<file path="src/shared/pdc_pkg.sv">
// Package: constants for the power-down control block
package pdc_pkg;

	// ==========================================================
	// Register map
	localparam logic [3:0] CTRL_OFS = 4'h0;
	localparam logic [3:0] STAT_OFS = 4'h1;
	localparam int ADDR_W = 4;
	localparam int DATA_W = 8;

	// ==========================================================
	// Control register fields
	localparam int DIG_PD_POS = 7;
	localparam int PLL_PD_POS = 6;
	localparam int DAC_PD_POS = 5;
	localparam int CLK_PD_POS = 4;
	localparam int MODE_POS = 3;
	localparam int CTRL_LSB = 3;
	localparam int CTRL_W = 5;
	localparam logic [CTRL_W-1:0] CTRL_RST = 5'h00;

	// ==========================================================
	// Status register fields
	localparam int ST_EXT_POS = 0;
	localparam int ST_FULL_POS = 1;
	localparam int ST_FAST_POS = 2;
	localparam int ST_CLK_POS = 4;
	localparam int ST_DAC_POS = 5;
	localparam int ST_PLL_POS = 6;
	localparam int ST_DIG_POS = 7;

	// ==========================================================
	// Values after reset
	localparam logic PD_RST = 1'b0;
	localparam logic [7:0] RD_RST = 8'h00;

endpackage

</file>
<file path="src/shared/pdc_pd_if.sv">
// Interface: decoded power-down controls between decoder and top
interface pdc_pd_if;
	logic digital_pd;
	logic pll_pd;
	logic dac_pd;
	logic input_clock_pd;
	logic ext_active;
	logic full_active;
	logic fast_active;

	modport src (
		output digital_pd,
		output pll_pd,
		output dac_pd,
		output input_clock_pd,
		output ext_active,
		output full_active,
		output fast_active
	);
	modport dst (
		input digital_pd,
		input pll_pd,
		input dac_pd,
		input input_clock_pd,
		input ext_active,
		input full_active,
		input fast_active
	);
endinterface

</file>
<file path="src/logic/pdc_sync.sv">
// Two-stage synchroniser for asynchronous level inputs
module pdc_sync #(
	parameter int WIDTH = 1
) (
	input logic i_clk_sys,
	input logic i_sys_rst,
	input logic [WIDTH-1:0] i_async,
	output logic [WIDTH-1:0] o_sync
);

	// ==========================================================
	// Parameter check
	if (WIDTH < 1) begin : g_chk
		$error("pdc_sync: WIDTH must be at least 1");
	end

	// ==========================================================
	// One pair of flops per bit; stage one feeds only stage two
	for (genvar g = 0; g < WIDTH; g++) begin : g_bit
		logic meta_q;
		logic sync_q;
		always_ff @(posedge i_clk_sys) begin
			if (i_sys_rst) begin
				meta_q <= 1'b0;
				sync_q <= 1'b0;
			end else begin
				meta_q <= i_async[g];
				sync_q <= meta_q;
			end
		end
		assign o_sync[g] = sync_q;
	end

endmodule

</file>
<file path="src/logic/pdc_decode.sv">
// Combinational power-down decoder for the four power domains
module pdc_decode (
	input logic i_ext_pd,
	input logic [pdc_pkg::CTRL_W-1:0] i_ctrl,
	pdc_pd_if.src pd
);

	logic mode_full;
	logic dig_bit;
	logic pll_bit;
	logic dac_bit;
	logic clk_bit;

	assign mode_full = i_ctrl[pdc_pkg::MODE_POS-pdc_pkg::CTRL_LSB];
	assign dig_bit = i_ctrl[pdc_pkg::DIG_PD_POS-pdc_pkg::CTRL_LSB];
	assign pll_bit = i_ctrl[pdc_pkg::PLL_PD_POS-pdc_pkg::CTRL_LSB];
	assign dac_bit = i_ctrl[pdc_pkg::DAC_PD_POS-pdc_pkg::CTRL_LSB];
	assign clk_bit = i_ctrl[pdc_pkg::CLK_PD_POS-pdc_pkg::CTRL_LSB];

	// ==========================================================
	// Mode selection; a 1 always means low power
	always_comb begin
		pd.ext_active = i_ext_pd;
		pd.full_active = i_ext_pd & mode_full;
		pd.fast_active = i_ext_pd & ~mode_full;
		if (!i_ext_pd) begin
			// Software control, mode bit ignored
			pd.digital_pd = dig_bit;
			pd.dac_pd = dac_bit;
			pd.input_clock_pd = clk_bit;
			pd.pll_pd = pll_bit;
		end else if (mode_full) begin
			// Everything off; PLL and DAC are slow to return
			pd.digital_pd = 1'b1;
			pd.dac_pd = 1'b1;
			pd.input_clock_pd = 1'b1;
			pd.pll_pd = 1'b1;
		end else begin
			// Keep clocks and bias alive for quick wake-up
			pd.digital_pd = 1'b1;
			pd.dac_pd = 1'b0;
			pd.input_clock_pd = 1'b0;
			pd.pll_pd = pll_bit;
		end
	end

endmodule

</file>
<file path="src/logic/pdc_top.sv">
// Top: power-down control with register port and pin synchroniser
//
// Function
// - Four software bits in the control register power down the DAC, PLL, input clock and digital logic separately.
// - While the external pin is high the software bits are ignored, except the PLL bit which acts in fast-recovery mode only.
// - While the external pin is high the block enters a power-down mode chosen by the mode-select bit.
// - While the external pin is low external control is off and the software bits decide.
// - Mode bit 0 with the pin high gives fast-recovery power-down of the digital logic only.
// - In fast-recovery mode the DAC bias, oscillator and clock input stay powered; the PLL follows its software bit.
// - Mode bit 1 with the pin high powers down everything, DAC and PLL included.
// - With the pin high the digital, DAC and input-clock software bits are don't-care.
// - Every power-down bit and signal uses 1 for low power and 0 for active.
// - Under software control digital, DAC and input-clock power-down follow bits 7, 5 and 4.
// - Fast-recovery drives digital at 1 and DAC and input clock at 0.
// - Full power-down drives digital, DAC and input clock all at 1.
module pdc_top #(
	parameter int ADDR_W = pdc_pkg::ADDR_W,
	parameter int DATA_W = pdc_pkg::DATA_W
) (
	input logic i_clk_sys,
	input logic i_sys_rst,
	input logic i_ext_power_down_in,
	input logic [ADDR_W-1:0] i_addr,
	input logic [DATA_W-1:0] i_wr_data,
	input logic i_wr_stb,
	input logic i_rd_stb,
	output logic [DATA_W-1:0] o_rd_data,
	output logic o_digital_pd,
	output logic o_pll_pd,
	output logic o_dac_pd,
	output logic o_input_clock_pd,
	output logic o_ext_pd_active,
	output logic o_full_pd_active
);

	// ==========================================================
	// Parameter check
	if (ADDR_W < 1 || ADDR_W > 16) begin : g_chk_addr
		$error("pdc_top: ADDR_W out of range");
	end
	if (DATA_W < 8) begin : g_chk_data
		$error("pdc_top: DATA_W must be at least 8");
	end

	// ==========================================================
	// Declarations
	localparam logic [ADDR_W-1:0] CTRL_A = ADDR_W'(pdc_pkg::CTRL_OFS);
	localparam logic [ADDR_W-1:0] STAT_A = ADDR_W'(pdc_pkg::STAT_OFS);

	logic [pdc_pkg::CTRL_W-1:0] ctrl_q;
	logic [pdc_pkg::CTRL_W-1:0] ctrl_d;
	logic ext_s;
	logic fast_q;
	logic [7:0] stat_byte;
	logic [7:0] rd_byte;
	logic [DATA_W-1:0] rd_d;

	pdc_pd_if pd_bus ();

	// ==========================================================
	// Pin synchroniser
	pdc_sync #(
		.WIDTH(1)
	) u_sync (
		.i_clk_sys(i_clk_sys),
		.i_sys_rst(i_sys_rst),
		.i_async(i_ext_power_down_in),
		.o_sync(ext_s)
	);

	// ==========================================================
	// Decoder
	pdc_decode u_decode (
		.i_ext_pd(ext_s),
		.i_ctrl(ctrl_q),
		.pd(pd_bus)
	);

	// ==========================================================
	// Control register; only bits 7:3 are stored here
	always_comb begin
		ctrl_d = ctrl_q;
		if (i_wr_stb && i_addr == CTRL_A) begin
			ctrl_d = i_wr_data[pdc_pkg::CTRL_LSB +: pdc_pkg::CTRL_W];
		end
	end

	always_ff @(posedge i_clk_sys) begin
		if (i_sys_rst) begin
			ctrl_q <= pdc_pkg::CTRL_RST;
		end else begin
			ctrl_q <= ctrl_d;
		end
	end

	// ==========================================================
	// Registered power-down outputs
	always_ff @(posedge i_clk_sys) begin
		if (i_sys_rst) begin
			o_digital_pd <= pdc_pkg::PD_RST;
			o_pll_pd <= pdc_pkg::PD_RST;
			o_dac_pd <= pdc_pkg::PD_RST;
			o_input_clock_pd <= pdc_pkg::PD_RST;
		end else begin
			o_digital_pd <= pd_bus.digital_pd;
			o_pll_pd <= pd_bus.pll_pd;
			o_dac_pd <= pd_bus.dac_pd;
			o_input_clock_pd <= pd_bus.input_clock_pd;
		end
	end

	// ==========================================================
	// Mode indicators
	always_ff @(posedge i_clk_sys) begin
		if (i_sys_rst) begin
			o_ext_pd_active <= 1'b0;
			o_full_pd_active <= 1'b0;
			fast_q <= 1'b0;
		end else begin
			o_ext_pd_active <= pd_bus.ext_active;
			o_full_pd_active <= pd_bus.full_active;
			fast_q <= pd_bus.fast_active;
		end
	end

	// ==========================================================
	// Read path; status shows what the domains actually receive
	always_comb begin
		stat_byte = 8'h00;
		stat_byte[pdc_pkg::ST_EXT_POS] = o_ext_pd_active;
		stat_byte[pdc_pkg::ST_FULL_POS] = o_full_pd_active;
		stat_byte[pdc_pkg::ST_FAST_POS] = fast_q;
		stat_byte[pdc_pkg::ST_CLK_POS] = o_input_clock_pd;
		stat_byte[pdc_pkg::ST_DAC_POS] = o_dac_pd;
		stat_byte[pdc_pkg::ST_PLL_POS] = o_pll_pd;
		stat_byte[pdc_pkg::ST_DIG_POS] = o_digital_pd;
		rd_byte = 8'h00;
		if (i_addr == CTRL_A) begin
			rd_byte[pdc_pkg::CTRL_LSB +: pdc_pkg::CTRL_W] = ctrl_q;
		end else if (i_addr == STAT_A) begin
			rd_byte = stat_byte;
		end
		rd_d = '0;
		if (i_rd_stb) begin
			rd_d[7:0] = rd_byte;
		end
	end

	// Read data stand for one cycle only, zero otherwise
	always_ff @(posedge i_clk_sys) begin
		if (i_sys_rst) begin
			o_rd_data <= DATA_W'(pdc_pkg::RD_RST);
		end else begin
			o_rd_data <= rd_d;
		end
	end

	// ==========================================================
	// Assertions
	localparam int DIG_I = pdc_pkg::DIG_PD_POS - pdc_pkg::CTRL_LSB;
	localparam int PLL_I = pdc_pkg::PLL_PD_POS - pdc_pkg::CTRL_LSB;
	localparam int DAC_I = pdc_pkg::DAC_PD_POS - pdc_pkg::CTRL_LSB;
	localparam int CLK_I = pdc_pkg::CLK_PD_POS - pdc_pkg::CTRL_LSB;
	localparam int MODE_I = pdc_pkg::MODE_POS - pdc_pkg::CTRL_LSB;
endmodule

</file>
<file path="config.mk">
export PLATFORM = sky130hd
export DESIGN_NAME = pdc_top
export DESIGN_NICKNAME = d
export VERILOG_FILES = /design/src/shared/pdc_pkg.sv /design/src/shared/pdc_pd_if.sv /design/src/logic/pdc_sync.sv /design/src/logic/pdc_decode.sv /design/src/logic/pdc_top.sv
export SDC_FILE = /design/constraint.sdc
export NUM_CORES = 1
export LEC_CHECK = 0
export BUFFER_PORTS_ARGS = -buffer_cell sky130_fd_sc_hd__buf_2
export CORE_UTILIZATION = 48
export DETAILED_ROUTE_END_ITERATION = 16
export GPL_TIMING_DRIVEN = 0
export PLACE_DENSITY = 0.8
export SYNTH_ARGS = -nofsm -noshare
export SYNTH_HDL_FRONTEND = slang
export SYNTH_SLANG_ARGS = --single-unit
</file>
<file path="constraint.sdc">
create_clock -name i_clk_sys -period 3.6 [get_ports i_clk_sys]
set_clock_uncertainty 0.1 [all_clocks]
set_input_delay 0.54 -clock i_clk_sys [delete_from_list [all_inputs] [get_ports i_clk_sys]]
set_output_delay 0.54 -clock i_clk_sys [all_outputs]
set_load 0.01 [all_outputs]
</file>
==> results_dict.tcl, run 1 <==
set metrics [dict create \
    status "finished, final reports clean" \
    num_antenna_cells 0 \
    ant_nets 0 \
    ys_types 15 \
    clk_pin_slew_ns 0.12 \
    design_area_um2 930 \
    fin_util 0.680 \
    synth_xor_area_frac 0 \
    multiInputGateArea_um2 295 \
    drtIter0Drc 10 \
    rsz0062_at_grt "false" \
    hp-class "reg2reg" \
    layout_min_cycle_time_ns 1.59 \
    vias 564 \
    die_h_um 41.3 \
    synthMuxAreaShare 0 \
    cap_viol_max_count 0 \
    hold_end "o_rd_data[2]" \
    crit_chain "buf_2 -> or4b_4 -> nor3b_4 -> a22o_1" \
    syn_to_final_growth_pct 25.7 \
    syn_nets 82 \
    r2r_cells 2 \
    cp.required_ns 3.76 \
    synth-compound-area-share 0.102 \
    worst_pin_slew_ns 0.505 \
    drtPass1Iterations 4 \
    io_buffers 27 \
    start_kind "input port" \
    drive_gt1_frac 0.365 \
    hold_depth 1 \
    synth_async_sr_flop_share 0 \
    crit_path_max_incr_delay_ns 0.57 \
    drc_errors 0 \
    synth_area_per_cell_um2 11.4 \
    start_util 0.541 \
    endpoint_kind "flop" \
    ys_top_cells_by_area "dfxtp_1 (60%), nand2b_1 (5.9%), nand4b_1 (5.9%)" \
    clock.fmax_mhz 627 \
    fillCellCount 119 \
    timing.reg2reg.setup_slack_ns 2.71 \
    seq_area_um2 440 \
    drv_slew 0 \
    worst_ep_arrival_time_ns 1.75 \
    timing.setup.tns_ns 0 \
    cts_buffers 3 \
    p_per_area_nw_per_um2 430 \
    synth.top_cells.by_count "dfxtp_1 (22), nand2b_1 (7), and2_1 (6), nand4b_1 (5), o21ai_0 (5)" \
    yosysMostFrequentCell "dfxtp_1" \
    synth_warnings 0 \
    die_w_um 41.3 \
    overflow 0 \
    vdd_drop_max_v 0.000322 \
    htreeDepth 1 \
    coreArea_um2 1370 \
    dpl-instance-area_um2 893 \
    layout.nets 114 \
    final-hold-violation-count 0 \
    synth_top_area_frac 0.596 \
    grt_max_degree 13 \
    grt_pass1_vias 427 \
    totalWireLength_mm 1.17 \
    r2r-start "u_sync.o_sync" \
    grt_pass1_wl_mm 1.79 \
    placed_cells 107 \
    synth_ff_type "dfxtp_1" \
    cp_slowest_cell "or4b_4" \
    postCtsSetupBuffers 0 \
    fin_crit_sh 0.443 \
    finalPower_uw 399 \
    holdBufCountCts 0 \
    avgRoutedWirePerCell_um 10.5 \
    crit_buf_inv 1 \
    path_max_fanout 9 \
    synth-edff-count 0 \
    path_class "in2reg" \
    crit_family "simple AND/OR/NAND/NOR gates" \
    seq_area_frac_synth 0.596 \
    p_leak_uw 0.000412 \
    root_buffer "clkbuf_4" \
    cts_tree "yes" \
    worstReg2RegEnd "fast_q" \
    drt-vias-per-instance 5.08 \
    synthCells 65 \
    syn_area_um2 739 \
    instances_no_fill 111 \
    clkLatencyLatePin_ns 0.29 \
    setup_violations 0 \
    max-clock-path-buffers 2 \
    cts_resized 0 \
    ys_ff_latch 22 \
    clock-sinks 22 \
    row_count 13 \
    synth_top_family_by_area "simple AND/OR/NAND/NOR gates" \
    ios 31 \
    synth_top_cell_by_area "dfxtp_1" \
    hpwl_um 894 \
    antenna_found_initial 0 \
    worstHoldStart "fast_q" \
    synth_fa_ha_area_frac 0 \
    yosys.area_share.simple 0.298 \
    dieArea_um2 1700 \
    slew_headroom 0.661 \
    gp_congestion 0.699 \
    grt.total_usage 0.171 \
]
[stage by stage]
stage,setup slack (ns),hold slack [ns]
after floorplan,1.93,0.306
after global routing,1.97,0.333
after detailed placement,1.67,0.314
after CTS,1.99,0.341
final,2.01,0.336
after global placement,1.72,0.310
[layout by cell type (no fill, tap or decap)]
master and instances:
buf_2 27, dfxtp_1 22, nand2b_1 7, and2_1 6, nand4b_1 5, o21ai_0 5
nor2b_1 4, a22o_1 4, a21oi_1 3, nor2_1 3, clkbuf_4 3, nand2_1 1
clkbuf_1 1, or4b_4 1, nor3_2 1, nor3b_4 1, nor4_2 1, clkbuf_8 1
[worst max-delay path by stage]
stage | from | end | slack, ns | cells past startpoint
2_1_floorplan | i_sys_rst | o_rd_data[4] | 1.93 | 3
3_3_place_gp | i_sys_rst | o_rd_data[6] | 1.72 | 4
3_5_place_dp | i_sys_rst | o_rd_data[5] | 1.67 | 4
4_1_cts | i_sys_rst | o_rd_data[5] | 1.99 | 4
5_1_grt | i_sys_rst | o_rd_data[0] | 1.97 | 4
6_report | i_sys_rst | o_rd_data[5] | 2.01 | 4
[final cells by class]
type | instances | share of cell area
repair buffers | 27 | 0.145
clock buffers | 4 | 0.0390
plain buffers | 1 | 0.00404
flip-flops and latches | 22 | 0.474
well taps | 15 | 0.0202
multi-input cells | 42 | 0.318
[metal layers]
metal  routed length [um]  global-route usage  share of wire  up-vias
met3                   75              0.0489          0.064        4
li1                     -                   -              -      289
met5                    0                   0              0        -
met2                  543               0.289           0.46       27
met4                   25              0.0968          0.021        0
met1                  525               0.188           0.45      244
[report_power, final]
group	internal [uW]	switching, uW	total [uW]
Clock	61.6	69.2	131
Combinational	10.8	9.59	20.4
Sequential	246	1.77	248
[logic make-up (layout without fill, tap and decap cells)]
family / Yosys count / after routing
AND/OR/NAND/NOR: 30 / 30
flip-flops: 22 / 22
buffers and inverters: 1 / 32
AO/OA/AOI/OAI: 12 / 12
[sequential cells by signal, indices dropped and copies added (netlist names)]
name,cells
u_sync.g_bit.meta_q,1
u_sync.o_sync,1
fast_q,1
o_digital_pd,1
o_ext_pd_active,1
o_full_pd_active,1
o_rd_data,8
o_input_clock_pd,1
o_dac_pd,1
ctrl_q,5
o_pll_pd,1
(Power assumes the default switching activity.)
==> inputs of run 2 (changes only) <==
Settings changed: CORE_UTILIZATION 48 to 44, PLACE_DENSITY 0.8 to 0.74.
Clock period 3.6 ns to 1.5 ns, I/O delays scaled along.
==> results_dict.tcl, run 2 (synthesis results as in run 1) <==
set metrics [dict create \
    status "finished, final reports clean" \
    cts_buffers 3 \
    hp-class "in2reg" \
    p_leak_uw 0.000405 \
    clkLatencyLatePin_ns 0.29 \
    crit_chain "buf_2 -> or4b_4 -> nor3b_4 -> a22o_1" \
    avgRoutedWirePerCell_um 10.3 \
    grt_max_degree 12 \
    syn_to_final_growth_pct 24.0 \
    top_regs "o_rd_data x8, ctrl_q x5" \
    max-clock-path-buffers 2 \
    busiest_layer "met2" \
    grt_pass1_vias 484 \
    drt-vias-per-instance 5.02 \
    worst_hold_slack_ns 0.0347 \
    grtUsageMet1 0.160 \
    cts_resized 0 \
    clk_pin_slew_ns 0.10 \
    die_h_um 43.0 \
    switching_share 0.200 \
    largest_reg_flops 8 \
    layout.nets 114 \
    timing.setup.tns_ns 0 \
    grt.total_usage 0.140 \
    drtPass1Iterations 4 \
    setup_violations 0 \
    met3_usage 0.0383 \
    cap_viol_max_count 0 \
    cts_tree "yes" \
    largest-register "o_rd_data" \
    postCtsSetupBuffers 0 \
    design_area_um2 917 \
    path_class "in2reg" \
    ios 31 \
    final-hold-violation-count 0 \
    htreeDepth 1 \
    row_count 14 \
    drtIter0Drc 4 \
    cp.required_ns 1.64 \
    die_w_um 43.0 \
    drc_errors 0 \
    totalWireLength_mm 1.15 \
    overflow 0 \
    vdd_drop_max_v 0.000456 \
    p_per_area_nw_per_um2 968 \
    drive_gt1_frac 0.358 \
    ant_nets 0 \
    start_util 0.480 \
    vias 557 \
    num_antenna_cells 0 \
    clkPwrFrac 0.275 \
    rsz0062_at_grt "false" \
    fin_util 0.595 \
    antenna_found_initial 0 \
    holdBufCountCts 0 \
    grt_use_met2 0.236 \
    path_max_fanout 9 \
    worst_ep_arrival_time_ns 1.44 \
    dpl-instance-area_um2 895 \
    dieArea_um2 1850 \
    layout_min_cycle_time_ns 1.30 \
    fin_crit_sh 0.866 \
    p_switching_uw 178 \
    clock.fmax_mhz 770 \
    slew_headroom 0.669 \
    final_common_cell "buf_2" \
    drv_slew 0 \
    seq_power_share 0.670 \
    timing.reg2reg.setup_slack_ns 0.60 \
    io_buffers 27 \
    clock-sinks 22 \
    combPwrFrac 0.055 \
    grt_pass1_wl_mm 1.90 \
    root_buffer "clkbuf_4" \
    final_cell_mix "buf_2 (27), dfxtp_1 (22), nand2b_1 (7)" \
    coreArea_um2 1540 \
    worst_pin_slew_ns 0.492 \
    hpwl_um 876 \
    start_kind "input port" \
    crit_path_max_incr_delay_ns 0.57 \
    p_int_uw 710 \
    endpoint_kind "flop" \
    cp_slowest_cell "or4b_4" \
    gp_congestion 0.736 \
]
==> run 2: area by class of cell <==
| type | instances | area, um^2 |
|---|---|---|
| timing repair buffer | 27 | 135 |
| buffer | 1 | 3.75 |
| multi-input combinational | 42 | 295 |
| sequential | 22 | 440 |
| tap | 16 | 20.0 |
| fill | 151 | 624 |
| clock buffer | 3 | 22.5 |
==> run 2: worst paths after layout <==
check                       from                      to  cells after the start
max reg2reg        u_sync.o_sync                  fast_q                      2
min reg2reg               fast_q            o_rd_data[2]                      1
min          i_ext_power_down_in  u_sync.g_bit[0].meta_q                      2
max                    i_sys_rst            o_rd_data[5]                      4
==> run 2: power by group through the flow <==
stage / clock network [uW] / registers (uW) / logic, uW
after floorplan: 0 / 609 / 19.1
after global placement: 0 / 609 / 47.9
after detailed placement: 0 / 609 / 49.2
after CTS: 263 / 596 / 49.4
after global routing: 282 / 597 / 53.9
final: 244 / 595 / 48.7
==> run 2: metal layers <==
metal | wire length (um) | vias to the layer above
met5 | 0 | -
met4 | 9 | 0
met3 | 71 | 2
met2 | 528 | 21
met1 | 537 | 243
li1 | - | 291
==> run 2: critical path, delay by kind of cell <==
kind	cells	cell delay, ns
and+or+nand+nor	2	0.90
AOI/OAI and AO/OA	1	0.18
buffers and inverters	1	0.14
==> run 2: per-stage QoR <==
stage                     power (uW)  setup slack [ns]  cells
final                            888             0.201    111
after CTS                        908             0.212    111
after global routing             933             0.178    111
after global placement           657           -0.0921    108
after detailed placement         658            -0.110    108
after floorplan                  628             0.148     65
==> inputs of run 3 (changes only) <==
Settings changed: CORE_UTILIZATION 44 to 48, HOLD_SLACK_MARGIN set to 0.15, PLACE_DENSITY 0.74 to 0.8, REMOVE_ABC_BUFFERS set to 1.
Clock period 1.5 ns to 1.55 ns, I/O delays scaled along.
==> results_dict.tcl, run 3 (synthesis results as in run 1) <==
set metrics [dict create \
    worst_ep_arrival_time_ns 1.59 \
    totalWireLength_mm 1.33 \
    vdd_drop_max_v 0.000614 \
    final_common_cell "buf_2" \
    clk_pin_slew_ns 0.11 \
    largest-register "o_rd_data" \
    clock-sinks 22 \
    r2r_cells 2 \
    switching_share 0.177 \
    hold_end "ctrl_q[4]" \
    p_switching_uw 186 \
    postCtsSetupBuffers 0 \
    p_per_area_nw_per_um2 1020 \
    worstReg2RegEnd "fast_q" \
    syn_to_final_growth_pct 39.4 \
    layout.nets 121 \
    combPwrFrac 0.060 \
    final-hold-violation-count 0 \
    p_leak_uw 0.000448 \
    antenna_found_initial 0 \
    drc_errors 0 \
    worstHoldStart "i_wr_stb" \
    cp.required_ns 1.64 \
    dieArea_um2 1700 \
    grt_max_degree 19 \
    cts_buffers 3 \
    worst_hold_slack_ns 0.153 \
    endpoint_kind "flop" \
    avgRoutedWirePerCell_um 11.3 \
    worst_pin_slew_ns 0.356 \
    layout_min_cycle_time_ns 1.50 \
    start_kind "input port" \
    setup_violations 0 \
    clkPwrFrac 0.394 \
    drv_slew 0 \
    ant_nets 0 \
    row_count 13 \
    root_buffer "clkbuf_4" \
    p_int_uw 869 \
    slew_headroom 0.761 \
    num_antenna_cells 0 \
    htreeDepth 1 \
    seq_power_share 0.546 \
    max-clock-path-buffers 2 \
    status "finished, final reports clean" \
    path_class "in2reg" \
    hpwl_um 864 \
    final_cell_mix "buf_2 (27), dfxtp_1 (22), dlygate4sd3_1 (8)" \
    die_h_um 41.3 \
    clkLatencyLatePin_ns 0.29 \
    path_max_fanout 1 \
    r2r-start "u_sync.o_sync" \
    grt_pass1_wl_mm 1.93 \
    fin_crit_sh 0.969 \
    drive_gt1_frac 0.340 \
    gp_congestion 0.664 \
    cts_tree "yes" \
    hp-class "in2reg" \
    top_regs "o_rd_data x8, ctrl_q x5" \
    start_util 0.541 \
    ios 31 \
    coreArea_um2 1370 \
    drt-vias-per-instance 5.19 \
    drtIter0Drc 5 \
    drtPass1Iterations 5 \
    die_w_um 41.3 \
    timing.reg2reg.setup_slack_ns 0.65 \
    io_buffers 27 \
    rsz0062_at_grt "false" \
    grt.total_usage 0.177 \
    largest_reg_flops 8 \
    clock.fmax_mhz 666 \
    grt_pass1_vias 492 \
    cap_viol_max_count 0 \
    finalPower_uw 1050 \
    vias 612 \
    overflow 0 \
    hold_depth 3 \
]
run 3: layer usage:
metal,GRT usage,vias up,part of all wire
li1,-,305,-
met1,0.184,281,0.40
met2,0.340,26,0.56
met3,0.0489,0,0.047
met4,0.0484,0,0
met5,0,-,0
run 3: worst max path at each step:
stage / from / endpoint / cells after the start
final: i_wr_data[4] / ctrl_q[1] / 5
after global routing: i_wr_data[4] / ctrl_q[1] / 5
after CTS: i_addr[1] / ctrl_q[1] / 5
after floorplan: i_sys_rst / o_rd_data[4] / 3
after detailed placement: i_sys_rst / o_rd_data[6] / 4
after global placement: i_sys_rst / o_rd_data[6] / 4
run 3: metrics by stage:
step	setup TNS, ns	setup WS [ns]	instances	utilization	cell area, um^2
after floorplan	0	0.191	64	-	736
after CTS	0	0.0191	118	0.748	1020
final	0	0.0481	118	0.755	1030
after detailed placement	-0.882	-0.132	106	0.651	890
after global placement	-0.593	-0.0817	106	0.651	890
after global routing	0	0.0282	118	0.755	1030
run 3: area by class of cell:
type,instances,area [um^2]
clock buffers,3,22.5
clock inverters,1,30.0
fillers,105,335
multi-input cells,42,304
flip-flops and latches,22,440
well taps,15,18.8
repair buffers,35,215
run 3: power groups by stage:
stage / combinational, uW / clock [uW] / sequential, uW
after floorplan: 15.9 / 0 / 589
after global placement: 45.0 / 0 / 589
after detailed placement: 46.7 / 0 / 589
after CTS: 58.6 / 423 / 576
after global routing: 67.8 / 452 / 577
final: 63.0 / 415 / 576
run 3: repair_timing:
| action | in CTS | in global routing |
|---|---|---|
| hold endpoints to repair | 6 | 0 |
| gates resized for setup | 0 | 1 |
| hold buffers | 8 | 0 |
| endpoints found under the setup margin | 0 | 2 |
run 3: worst max-delay path, stage by stage:
cell           delay (ns)
dlygate4sd3_1        0.54
buf_2                0.12
nand4b_1             0.07
dlygate4sd3_1        0.54
o21ai_0              0.08
